<file path="src/signal_mux_map.vh">
`ifndef SIGNAL_MUX_MAP_VH
`define SIGNAL_MUX_MAP_VH
`define SD_BASE 24'h000200
`define SD_SPAN_MASK 24'hffff00
`define OFS_SEL_LAST 8'h40
`define OFS_PERIOD 8'h80
`define OFS_LOW 8'h84
`define OFS_COUNT 8'h88
`define OFS_LAUNCH 8'h8c
`define OFS_STATUS 8'h90
`define SEL_W 5
`define NUM_OUTPUTS 17
`define SRC_LOW 5'h00
`define SRC_HIGH 5'h01
`define SRC_SYNC 5'h02
`define SRC_ACCEPT_TRIGGER_ONE 5'h03
`define SRC_ACCEPT_TRIGGER_TWO 5'h04
`define SRC_FP_IN 5'h05
`define SRC_P2_IN 5'h0a
`define SRC_PULSER 5'h12
`define SRC_BUSY 5'h13
`define SRC_FW_TRIG 5'h14
`define SRC_LAST 5'h1b
`define COUNT_OFF 32'h00000000
`define COUNT_FOREVER 32'hffffffff
`define AM_A24_DATA 6'h39
`define AM_A24_DATA_SUP 6'h3d
`define ZERO32 32'h00000000
`endif

</file>
<file path="src/source_select.v">
`timescale 1ns/1ps
`default_nettype none
`include "signal_mux_map.vh"
module source_select (
  input wire [4:0] source_code,
  input wire [27:0] sources,
  output wire routed
);
  // undefined codes fall to zero so a bad write cannot toggle a line
  assign routed = (source_code > `SRC_LAST) ? 1'b0 :
                  sources[source_code];
endmodule
`default_nettype wire

</file>
<file path="src/pulse_generator.v">
`timescale 1ns/1ps
`default_nettype none
`include "signal_mux_map.vh"
module pulse_generator (
  input wire core_clk,
  input wire rst,
  input wire [31:0] period_ticks,
  input wire [31:0] low_ticks,
  input wire [31:0] burst_count,
  input wire launch,
  output reg pulse_out,
  output reg finished
);
  reg [31:0] tick_reg;
  reg [31:0] done_reg;
  reg running_reg;
  wire forever_mode = (burst_count == `COUNT_FOREVER);
  wire disabled = (burst_count == `COUNT_OFF);
  wire last_tick = (tick_reg + 32'h00000001 >= period_ticks);
  always @(posedge core_clk or posedge rst) begin
    if (rst) begin
      tick_reg <= `ZERO32;
      done_reg <= `ZERO32;
      running_reg <= 1'b0;
      pulse_out <= 1'b0;
      finished <= 1'b1;
    end else begin
      if (disabled) begin
        running_reg <= 1'b0;
        tick_reg <= `ZERO32;
      end else if (launch) begin
        running_reg <= 1'b1;
        tick_reg <= `ZERO32;
        done_reg <= `ZERO32;
      end else if (running_reg || forever_mode) begin
        // one tick per clock cycle at the 4 ns system rate
        if (last_tick) begin
          tick_reg <= `ZERO32;
          if (!forever_mode) begin
            done_reg <= done_reg + 32'h00000001;
            if (done_reg + 32'h00000001 >= burst_count)
              running_reg <= 1'b0;
          end
        end else begin
          tick_reg <= tick_reg + 32'h00000001;
        end
      end
      pulse_out <= !disabled && (running_reg || forever_mode) &&
                   (tick_reg >= low_ticks);
      finished <= disabled || !(running_reg || forever_mode);
    end
  end
endmodule
`default_nettype wire

</file>
<file path="src/signal_mux_pulser.v">
`timescale 1ns/1ps
`default_nettype none
`include "signal_mux_map.vh"
// Operation
// registers use single A24 32-bit cycles
// group decoded at base 0x0200
// one select word per output
// output index order fixed by board
// codes 0/1 give constant low/high
// codes 2..17 pick backplane/front inputs
// codes 18..27 pick pulser, busy, triggers
// period counts 4 ns ticks
// low for low ticks, high after
// zero count disables the pulser
// finite count gives that many periods
// all ones runs forever
// fixed bursts wait for launch write
// launch write starts, clears delivered count
// status bit 0 reads done
// undefined codes drive low
// one tick per clock, zero reset
module signal_mux_pulser (
  input wire core_clk,
  input wire rst,
  input wire [23:0] bus_addr,
  input wire [5:0] bus_am,
  input wire bus_strobe,
  input wire bus_write,
  input wire bus_lword_n,
  input wire [31:0] bus_wdata,
  output reg [31:0] bus_rdata,
  output reg bus_ack,
  output reg bus_err,
  input wire sync_in,
  input wire accept_trigger_one,
  input wire accept_trigger_two,
  input wire [4:0] front_in,
  input wire [7:0] p2_in,
  input wire builder_busy,
  input wire [7:0] fw_trigger,
  output reg [4:0] front_out,
  output reg [1:0] nim_out,
  output reg [7:0] p2_out,
  output reg internal_trigger_output,
  output reg internal_sync_output,
  output reg pulse_finished_bit
);
  reg [4:0] output_source_select [0:16];
  reg [31:0] pulse_period_ticks;
  reg [31:0] pulse_low_ticks;
  reg [31:0] pulse_burst_count;
  reg launch_reg;
  wire pulser_out;
  wire pulser_done;
  wire [27:0] sources;
  wire [16:0] routed;
  integer i;

  // block modes are refused: only plain data address modifiers answer
  wire am_ok = (bus_am == `AM_A24_DATA) || (bus_am == `AM_A24_DATA_SUP);
  wire in_group = ((bus_addr & `SD_SPAN_MASK) == `SD_BASE);
  wire aligned = (bus_addr[1:0] == 2'b00) && !bus_lword_n;
  wire [7:0] ofs = bus_addr[7:0];
  wire hit = bus_strobe && am_ok && in_group && aligned;
  // the last select word sits at 0x40, so the bound is inclusive
  wire sel_hit = (ofs <= `OFS_SEL_LAST);
  wire [4:0] sel_idx = ofs[6:2];
  wire known = sel_hit || ofs == `OFS_PERIOD || ofs == `OFS_LOW ||
               ofs == `OFS_COUNT || ofs == `OFS_LAUNCH ||
               ofs == `OFS_STATUS;

  always @(posedge core_clk or posedge rst) begin
    if (rst) begin
      for (i = 0; i < 17; i = i + 1)
        output_source_select[i] <= `SRC_LOW;
      pulse_period_ticks <= `ZERO32;
      pulse_low_ticks <= `ZERO32;
      pulse_burst_count <= `ZERO32;
      launch_reg <= 1'b0;
      bus_rdata <= `ZERO32;
      bus_ack <= 1'b0;
      bus_err <= 1'b0;
    end else begin
      launch_reg <= 1'b0;
      bus_ack <= 1'b0;
      bus_err <= 1'b0;
      // strobe is taken for one cycle per access; master drops it after ack
      if (hit && !bus_ack && !bus_err) begin
        bus_ack <= known;
        bus_err <= !known;
        bus_rdata <= `ZERO32;
        if (bus_write) begin
          if (sel_hit)
            output_source_select[sel_idx] <= bus_wdata[4:0];
          if (ofs == `OFS_PERIOD)
            pulse_period_ticks <= bus_wdata;
          if (ofs == `OFS_LOW)
            pulse_low_ticks <= bus_wdata;
          if (ofs == `OFS_COUNT)
            pulse_burst_count <= bus_wdata;
          if (ofs == `OFS_LAUNCH)
            launch_reg <= 1'b1;
        end else begin
          if (sel_hit)
            bus_rdata <= {27'h0000000, output_source_select[sel_idx]};
          if (ofs == `OFS_PERIOD)
            bus_rdata <= pulse_period_ticks;
          if (ofs == `OFS_LOW)
            bus_rdata <= pulse_low_ticks;
          if (ofs == `OFS_COUNT)
            bus_rdata <= pulse_burst_count;
          if (ofs == `OFS_STATUS)
            bus_rdata <= {31'h00000000, pulser_done};
        end
      end
    end
  end

  pulse_generator pulser (
    .core_clk(core_clk),
    .rst(rst),
    .period_ticks(pulse_period_ticks),
    .low_ticks(pulse_low_ticks),
    .burst_count(pulse_burst_count),
    .launch(launch_reg),
    .pulse_out(pulser_out),
    .finished(pulser_done)
  );

  assign sources = {fw_trigger, builder_busy, pulser_out, p2_in, front_in,
                    accept_trigger_two, accept_trigger_one, sync_in,
                    1'b1, 1'b0};

  genvar g;
  generate
    for (g = 0; g < 17; g = g + 1) begin : route
      source_select mux (
        .source_code(output_source_select[g]),
        .sources(sources),
        .routed(routed[g])
      );
    end
  endgenerate

  // registered outputs add one cycle of latency to every routed line
  always @(posedge core_clk or posedge rst) begin
    if (rst) begin
      front_out <= 5'h00;
      nim_out <= 2'h0;
      p2_out <= 8'h00;
      internal_trigger_output <= 1'b0;
      internal_sync_output <= 1'b0;
      pulse_finished_bit <= 1'b1;
    end else begin
      front_out <= routed[4:0];
      nim_out <= routed[6:5];
      p2_out <= routed[14:7];
      internal_trigger_output <= routed[15];
      internal_sync_output <= routed[16];
      pulse_finished_bit <= pulser_done;
    end
  end
endmodule
`default_nettype wire

</file>
<file path="config.mk">
export PLATFORM = sky130hd
export DESIGN_NAME = signal_mux_pulser
export DESIGN_NICKNAME = d
export VERILOG_FILES = /design/src/source_select.v /design/src/pulse_generator.v /design/src/signal_mux_pulser.v
export VERILOG_INCLUDE_DIRS = /design/src
export SDC_FILE = /design/constraint.sdc
export NUM_CORES = 1
export LEC_CHECK = 0
export ABC_CLOCK_PERIOD_IN_PS = 22700
export BUFFER_PORTS_ARGS = -buffer_cell sky130_fd_sc_hd__buf_4
export CORE_ASPECT_RATIO = 0.6
export CORE_MARGIN = 2
export CORE_UTILIZATION = 40
export DETAILED_ROUTE_END_ITERATION = 7
export GPL_TIMING_DRIVEN = 1
export PLACE_DENSITY_LB_ADDON = 0.2
export REMOVE_ABC_BUFFERS = 1
export SLEW_MARGIN = 20
export SYNTH_ARGS = -nofsm -noshare
export SYNTH_HDL_FRONTEND = slang
export SYNTH_HIERARCHICAL = 1
export SYNTH_SLANG_ARGS = --single-unit
</file>
<file path="constraint.sdc">
create_clock -name core_clk -period 22.7 [get_ports core_clk]
set_input_delay 6.81 -clock core_clk [delete_from_list [all_inputs] [get_ports core_clk]]
set_output_delay 6.81 -clock core_clk [all_outputs]
set_load 0.02 [all_outputs]
</file>
# Word level (Yosys, flattened, before mapping)
# Cells that the tools add are included.
[word_totals]
output_inout_bits = 52
ff_bits = 301
[op_classes]
n_addsub = 2
n_eq_ne = 11
reduce_logical = 36
bitwise_logic = 2
n_mux = 82
magnitude_cmp = 40
[op_table]
columns = ["cell", "count"]
rows = [
  ["32-bit 2-to-1 mux", 13],
  ["5-bit by 6-bit less-than comparator with 1-bit output, second input constant", 17],
  ["32-bit >= comparator", 3],
  ["1-bit binary-select mux with 5-bit select", 17],
  ["85-bit bitwise mux", 1],
  ["5-bit greater-than comparator, second input constant", 17],
  ["32-bit by 1-bit adder with 32-bit output, second input constant", 2],
  ["1-bit 2-to-1 mux", 45],
  ["8-bit equality test, second input constant", 5],
  ["32-bit equality test, second input constant", 1],
  ["32-bit zero test", 1],
  ["5-bit binary-select mux with 5-bit select", 1],
  ["5-bit demux with 5-bit select", 1],
  ["5-bit 2-to-1 mux", 4],
  ["16-bit by 2-bit equality test with 1-bit output, second input constant", 1],
  ["6-bit equality test, second input constant", 2],
  ["3-bit AND reduction", 4],
  ["1-bit logical AND", 9],
  ["3-bit nonzero test", 3],
  ["8-bit by 7-bit <= comparator with 1-bit output, second input constant", 1],
  ["1-bit logical OR", 8],
  ["4-bit AND reduction", 2],
  ["6-bit >= comparator, second input constant", 1],
  ["1-bit zero test", 6],
  ["7 further kinds", 8],
]

# Depth between registers and ports, before layout
[depth]
word_depth = 10
depth_mapped = 17
mapped_depth_nobuf = 15

# Cells and area by module
# The synthesis kept the hierarchy.
[modules_own_cells]
columns = ["module", "area_per_inst_um2", "cells_per_inst", "instances"]
rows = [
  ["signal_mux_pulser", 10244.8, 739, 1],
  ["pulse_generator", 6500.0, 766, 1],
  ["source_select", 251.5, 13, 17],
]

# Worst setup path before layout
# Ideal clock, no wire load.
[synth_path]
path_type = "in2reg"
from = "input bus_addr[5]"
to = "register pulse_period_ticks[20]"
path_slack_ns = 13.863
t_arrival_ns = 8.712
stages = 7
t_required_ns = 22.575
path_cell_list = "buf_2 or4_1 or2_2 buf_4 nor3b_4 buf_4 mux2_2"
[synth_via]
elab_chain_cells = 2
[synth_lines]
columns = ["element", "line", "source"]
rows = [
  ["start: declaration", "signal_mux_pulser.v:25", "input wire [23:0] bus_addr,"],
  ["8-bit equality test (no source line)", "-", ""],
  ["3-bit AND reduction (no source line)", "-", ""],
  ["end signal: assignment", "signal_mux_pulser.v:76", "pulse_period_ticks <= `ZERO32;"],
  ["end signal: assignment", "signal_mux_pulser.v:96", "pulse_period_ticks <= bus_wdata;"],
  ["end: declaration", "signal_mux_pulser.v:49", "reg [31:0] pulse_period_ticks;"],
]
# Every way passes these cells.
# A chain may end at the register's enable or synchronous reset.

# Worst setup path after layout
[layout_path]
from = "input bus_addr[3]"
to = "register output_source_select[69] (netlist name)"
[layout_via]
elab_chain_cells = 6
elab_cells_between_ends = 9
cone_classes = "order compare (3); mux (3); bitwise (1); reduce/logical (2)"
[layout_lines]
columns = ["element", "line", "source"]
rows = [
  ["5-bit NOT with 6-bit output (not written as such)", "signal_mux_pulser.v:94", "output_source_select[sel_idx] <= bus_wdata[4:0];"],
  ["6-bit >= comparator (not written as such) / 6-bit by 1-bit less-than comparator with 1-bit output (equally long branches)", "signal_mux_pulser.v:94", ""],
  ["1-bit logical AND (not written as such)", "signal_mux_pulser.v:94", ""],
  ["5-bit 2-to-1 mux (not written as such)", "signal_mux_pulser.v:94", ""],
  ["5-bit demux with 5-bit select", "signal_mux_pulser.v:94", ""],
  ["85-bit bitwise mux", "signal_mux_pulser.v:94", ""],
  ["end signal: indexed assignment", "signal_mux_pulser.v:75", "output_source_select[i] <= `SRC_LOW;"],
  ["end signal: indexed assignment", "signal_mux_pulser.v:94", ""],
  ["end: declaration", "signal_mux_pulser.v:48", "reg [4:0] output_source_select [0:16];"],
]
# Several ways; a longest one is shown, not always the timed one.

==> results by group <==
Critical path
  • Most common cell on crit path: buf_4
  • Worst-path fanout max: 38
  • Max incr delay on CP: 0.90 ns
  • CP Cell Sequence: buf_4 -> buf_4 -> nor3_1 -> a21oi_1 -> nor4_4 -> nand3_1 -> mux2_2
  • FF-to-FF path depth: 15
  • Worst setup EP type: flop
  • Kind of critical path: in -> reg
  • Startpoint Class: input pin
  • R2r startpoint: pulser/tick_reg[0]
  • Critical Path Slowest Stage Cell: nor4_4
  • WP data arrival: between 9 and 10 ns
  • Flop2flop setup slack: 17.46 ns
  • Worst Path Required: approximately 23 ns
  • Reg-to-Reg End: pulser/done_reg[0]

Hold path
  • Worst hold start: pulser/finished
  • Hold Crit Class: reg -> reg
  • Hold Path End: pulse_finished_bit
  • Hold Path Cell Cnt: 0

Clocking
  • H-tree level count: 2
  • CTS tree: done
  • Clock buffer depth: 3
  • Setup bufs post-CTS: 0
  • PostCTS Resize Cnt: 0
  • Clock sinks: about 300
  • Worst-Skew Late Latency: between 0.5 and 0.6 ns
  • Root buf cell: clkbuf_16
  • Clock edge transition at the registers on the reported setup and hold paths: roughly 0.06 ns
  • Hold_buf cts: 0
  • CTS buffer count: 35

Power and ir drop
  • Sw Share: 0.242
  • Internal power: between 0.9 and 1 mW
  • Peak VDD IR: a little under 0.00004 V
  • Part of the power in the clock network: 0.485
  • Leakage: ~11 nW
  • Combinational Power Share: 0.076
  • Sequential share of power: 0.439
  • Cell Pwr Density: approximately 51 mW/mm^2
  • Sw Pwr: approximately 0.30 mW

Yosys
  • Top-count cell post-synth: dfrtp_1
  • Cell taking the most area after synthesis: dfrtp_1
  • Number of flops mapped to enable cells by yosys: 0
  • Synth Flop Type: dfrtp_1
  • Synthesized flop and latch total: between 300 and 400
  • Mapped Avg Cell Area: 12.2 sq um
  • Synth cell count leaders: dfrtp_1, mux2_2, mux4_1
  • Syn Std Cell Area: roughly 0.021 sq mm
  • Synth warnings: 6
  • Share of flip-flops with an asynchronous set or reset: 1.00
  • Register area share after synthesis: 0.358
  • Yosys top cell area share: 0.356
  • Synth cell types: 75
  • Synth top area cells: dfrtp_1, mux4_1, mux2_2, ha_1, mux4_2
  • Syn Inst Count: roughly 1.7k

STA
  • Worst Skew: 0.0237 ns
  • Setup TNS: 0 ns
  • Final Max Tran Viols: 0
  • Max-slew headroom: 0.254
  • Unrepaired setup endpoints after global routing: no
  • FMAX: approximately 110 MHz
  • Final period util: 0.417
  • Setup violators final: 0
  • Fin worst setup slack: ~13 ns
  • Final Hold Vio Count: 0
  • Tmin final: between 9 and 10 ns
  • Slew of the pin with the lowest slew margin: 1.11 ns

Detailed routing
  • Drt drc: 0
  • Vias after detailed routing: around 16k
  • Average via count per standard cell: between 6 and 7
  • M1 WL: 32200 um
  • Final WL: about 67000 um
  • Top Layer Used: met5
  • Starting DRT DRC Count: 1487
  • Met3 WL: slightly below 7000 um
  • Post-DRT Antenna Nets: 0
  • WL met2: around 27000 um
  • Routed length per placed instance: roughly 26 um
  • Drt pass-1 iters: 5

Flow run
  • Max cap viols: 0

Die
  • Die Y-Extent: around 180 um
  • Site row count: 65
  • Core area: 0.0522 sq mm
  • Io pins: between 100 and 150
  • Chip Width: between 200 and 300 um
  • Initial core utilization: 0.403
  • Die area: roughly 0.054 sq mm

Global route
  • Overall routing resource usage: 0.247
  • Vias in the first global route: about 16k
  • Initial antenna violation count: 1
  • First-pass GRT wire length: between 100000 and 150000 um
  • Largest net degree at the start of global routing: 120
  • Grt ovf: 0

Layout
  • Layout cells sized above 1: 0.261
  • Largest Register: output_source_select
  • Post-layout nets: slightly above 2k
  • Util after Layout: 0.457
  • Synth-to-layout area growth: 13.5%
  • Max reg flops: between 80 and 90

Placement
  • Final GP Congestion: between 0.8 and 0.9
  • Final HPWL from detailed placement: approximately 45000 um
  • Place WS: around 13 ns
  • Port Buffers: approximately 140

Outcome
  • Status: finished clean
-- power groups by stage --
| stage | Combinational, mW | Sequential (mW) | Clock (mW) |
|---|---|---|---|
| after global placement | 0.0906 | 0.549 | 0 |
| after detailed placement | 0.0924 | 0.549 | 0 |
| after floorplan | 0.0353 | 0.551 | 0 |
| final | 0.0938 | 0.539 | 0.595 |
| after CTS | 0.0926 | 0.539 | 0.612 |
| after global routing | 0.0991 | 0.538 | 0.634 |
-- cell families (layout without fill, tap and decap cells) --
logic type,Yosys count,count (layout),synth area share
AO/OA/AOI/OAI,291,291,0.0911
XOR/XNOR,49,49,0.0204
adder cells (fa/ha/maj),98,98,0.0583
buffers and inverters,191,321,0.0448
flip-flops,301,301,0.358
multiplexers,408,408,0.318
other,2,36,0.000357
AND/OR/NAND/NOR,386,386,0.108
-- critical path, delay by kind of cell --
kind,cells,cell delay (ns)
AO/OA/AOI/OAI,1,0.21
buffers and inverters,2,0.67
AND/OR/NAND/NOR,3,1.69
multiplexers,1,0.44
-- layout by cell type (no fill, tap or decap), types with 11 or more instances in the layout --
cell	n
nand3_1	39
nand4_1	32
a31oi_1	21
xnor2_1	21
xor2_1	28
nand2_1	109
and4_1	11
nand2b_1	17
a211oi_1	17
ha_1	98
a21oi_1	58
mux2i_1	53
nor2_1	43
and3_1	18
o21ai_0	78
buf_4	157
clkbuf_16	35
mux2_2	198
mux4_1	119
nand3b_1	18
a22o_1	57
mux4_2	33
conb_1	34
inv_1	102
dfrtp_1	299
nor4_1	16
a21o_1	21
-- worst max path at each step --
stage	startpoint	endpoint	slack [ns]	cells after the start
2_1_floorplan	rst	bus_ack	9.47	1
3_3_place_gp	bus_addr[3]	pulse_burst_count[31]	12.75	7
3_5_place_dp	bus_addr[3]	pulse_burst_count[15]	12.72	7
4_1_cts	bus_addr[3]	pulse_burst_count[30]	13.27	7
5_1_grt	bus_addr[3]	output_source_select[69]	13.15	7
6_report	bus_addr[3]	output_source_select[69]	13.23	7
-- per-stage QoR --
step	power, mW	hold slack [ns]	instance area, sq um	cells
finish	1.23	0.395	23900	2593
global route	1.27	0.401	23900	2591
CTS	1.24	0.405	23800	2590
detailed placement	0.641	0.394	22700	2531
global placement	0.639	0.395	22700	2531
floorplan	0.586	0.354	20600	1671
-- cell type report --
cell class	count	area, sq um
clock inverter	16	213
multi-input combinational	1266	12700
fill	4825	28300
sequential	301	7530
antenna	2	5.00
timing repair buffer	158	1190
inverter	104	398
clock buffer	43	966
tap	703	880
-- layer usage --
layer  GRT usage  vias to the layer above
met3      0.0762                       97
met1       0.381                     8066
met4      0.0526                        2
met5           0                        -
li1            -                     6990
met2       0.336                      679
Power figures use the tool's default switching activity.
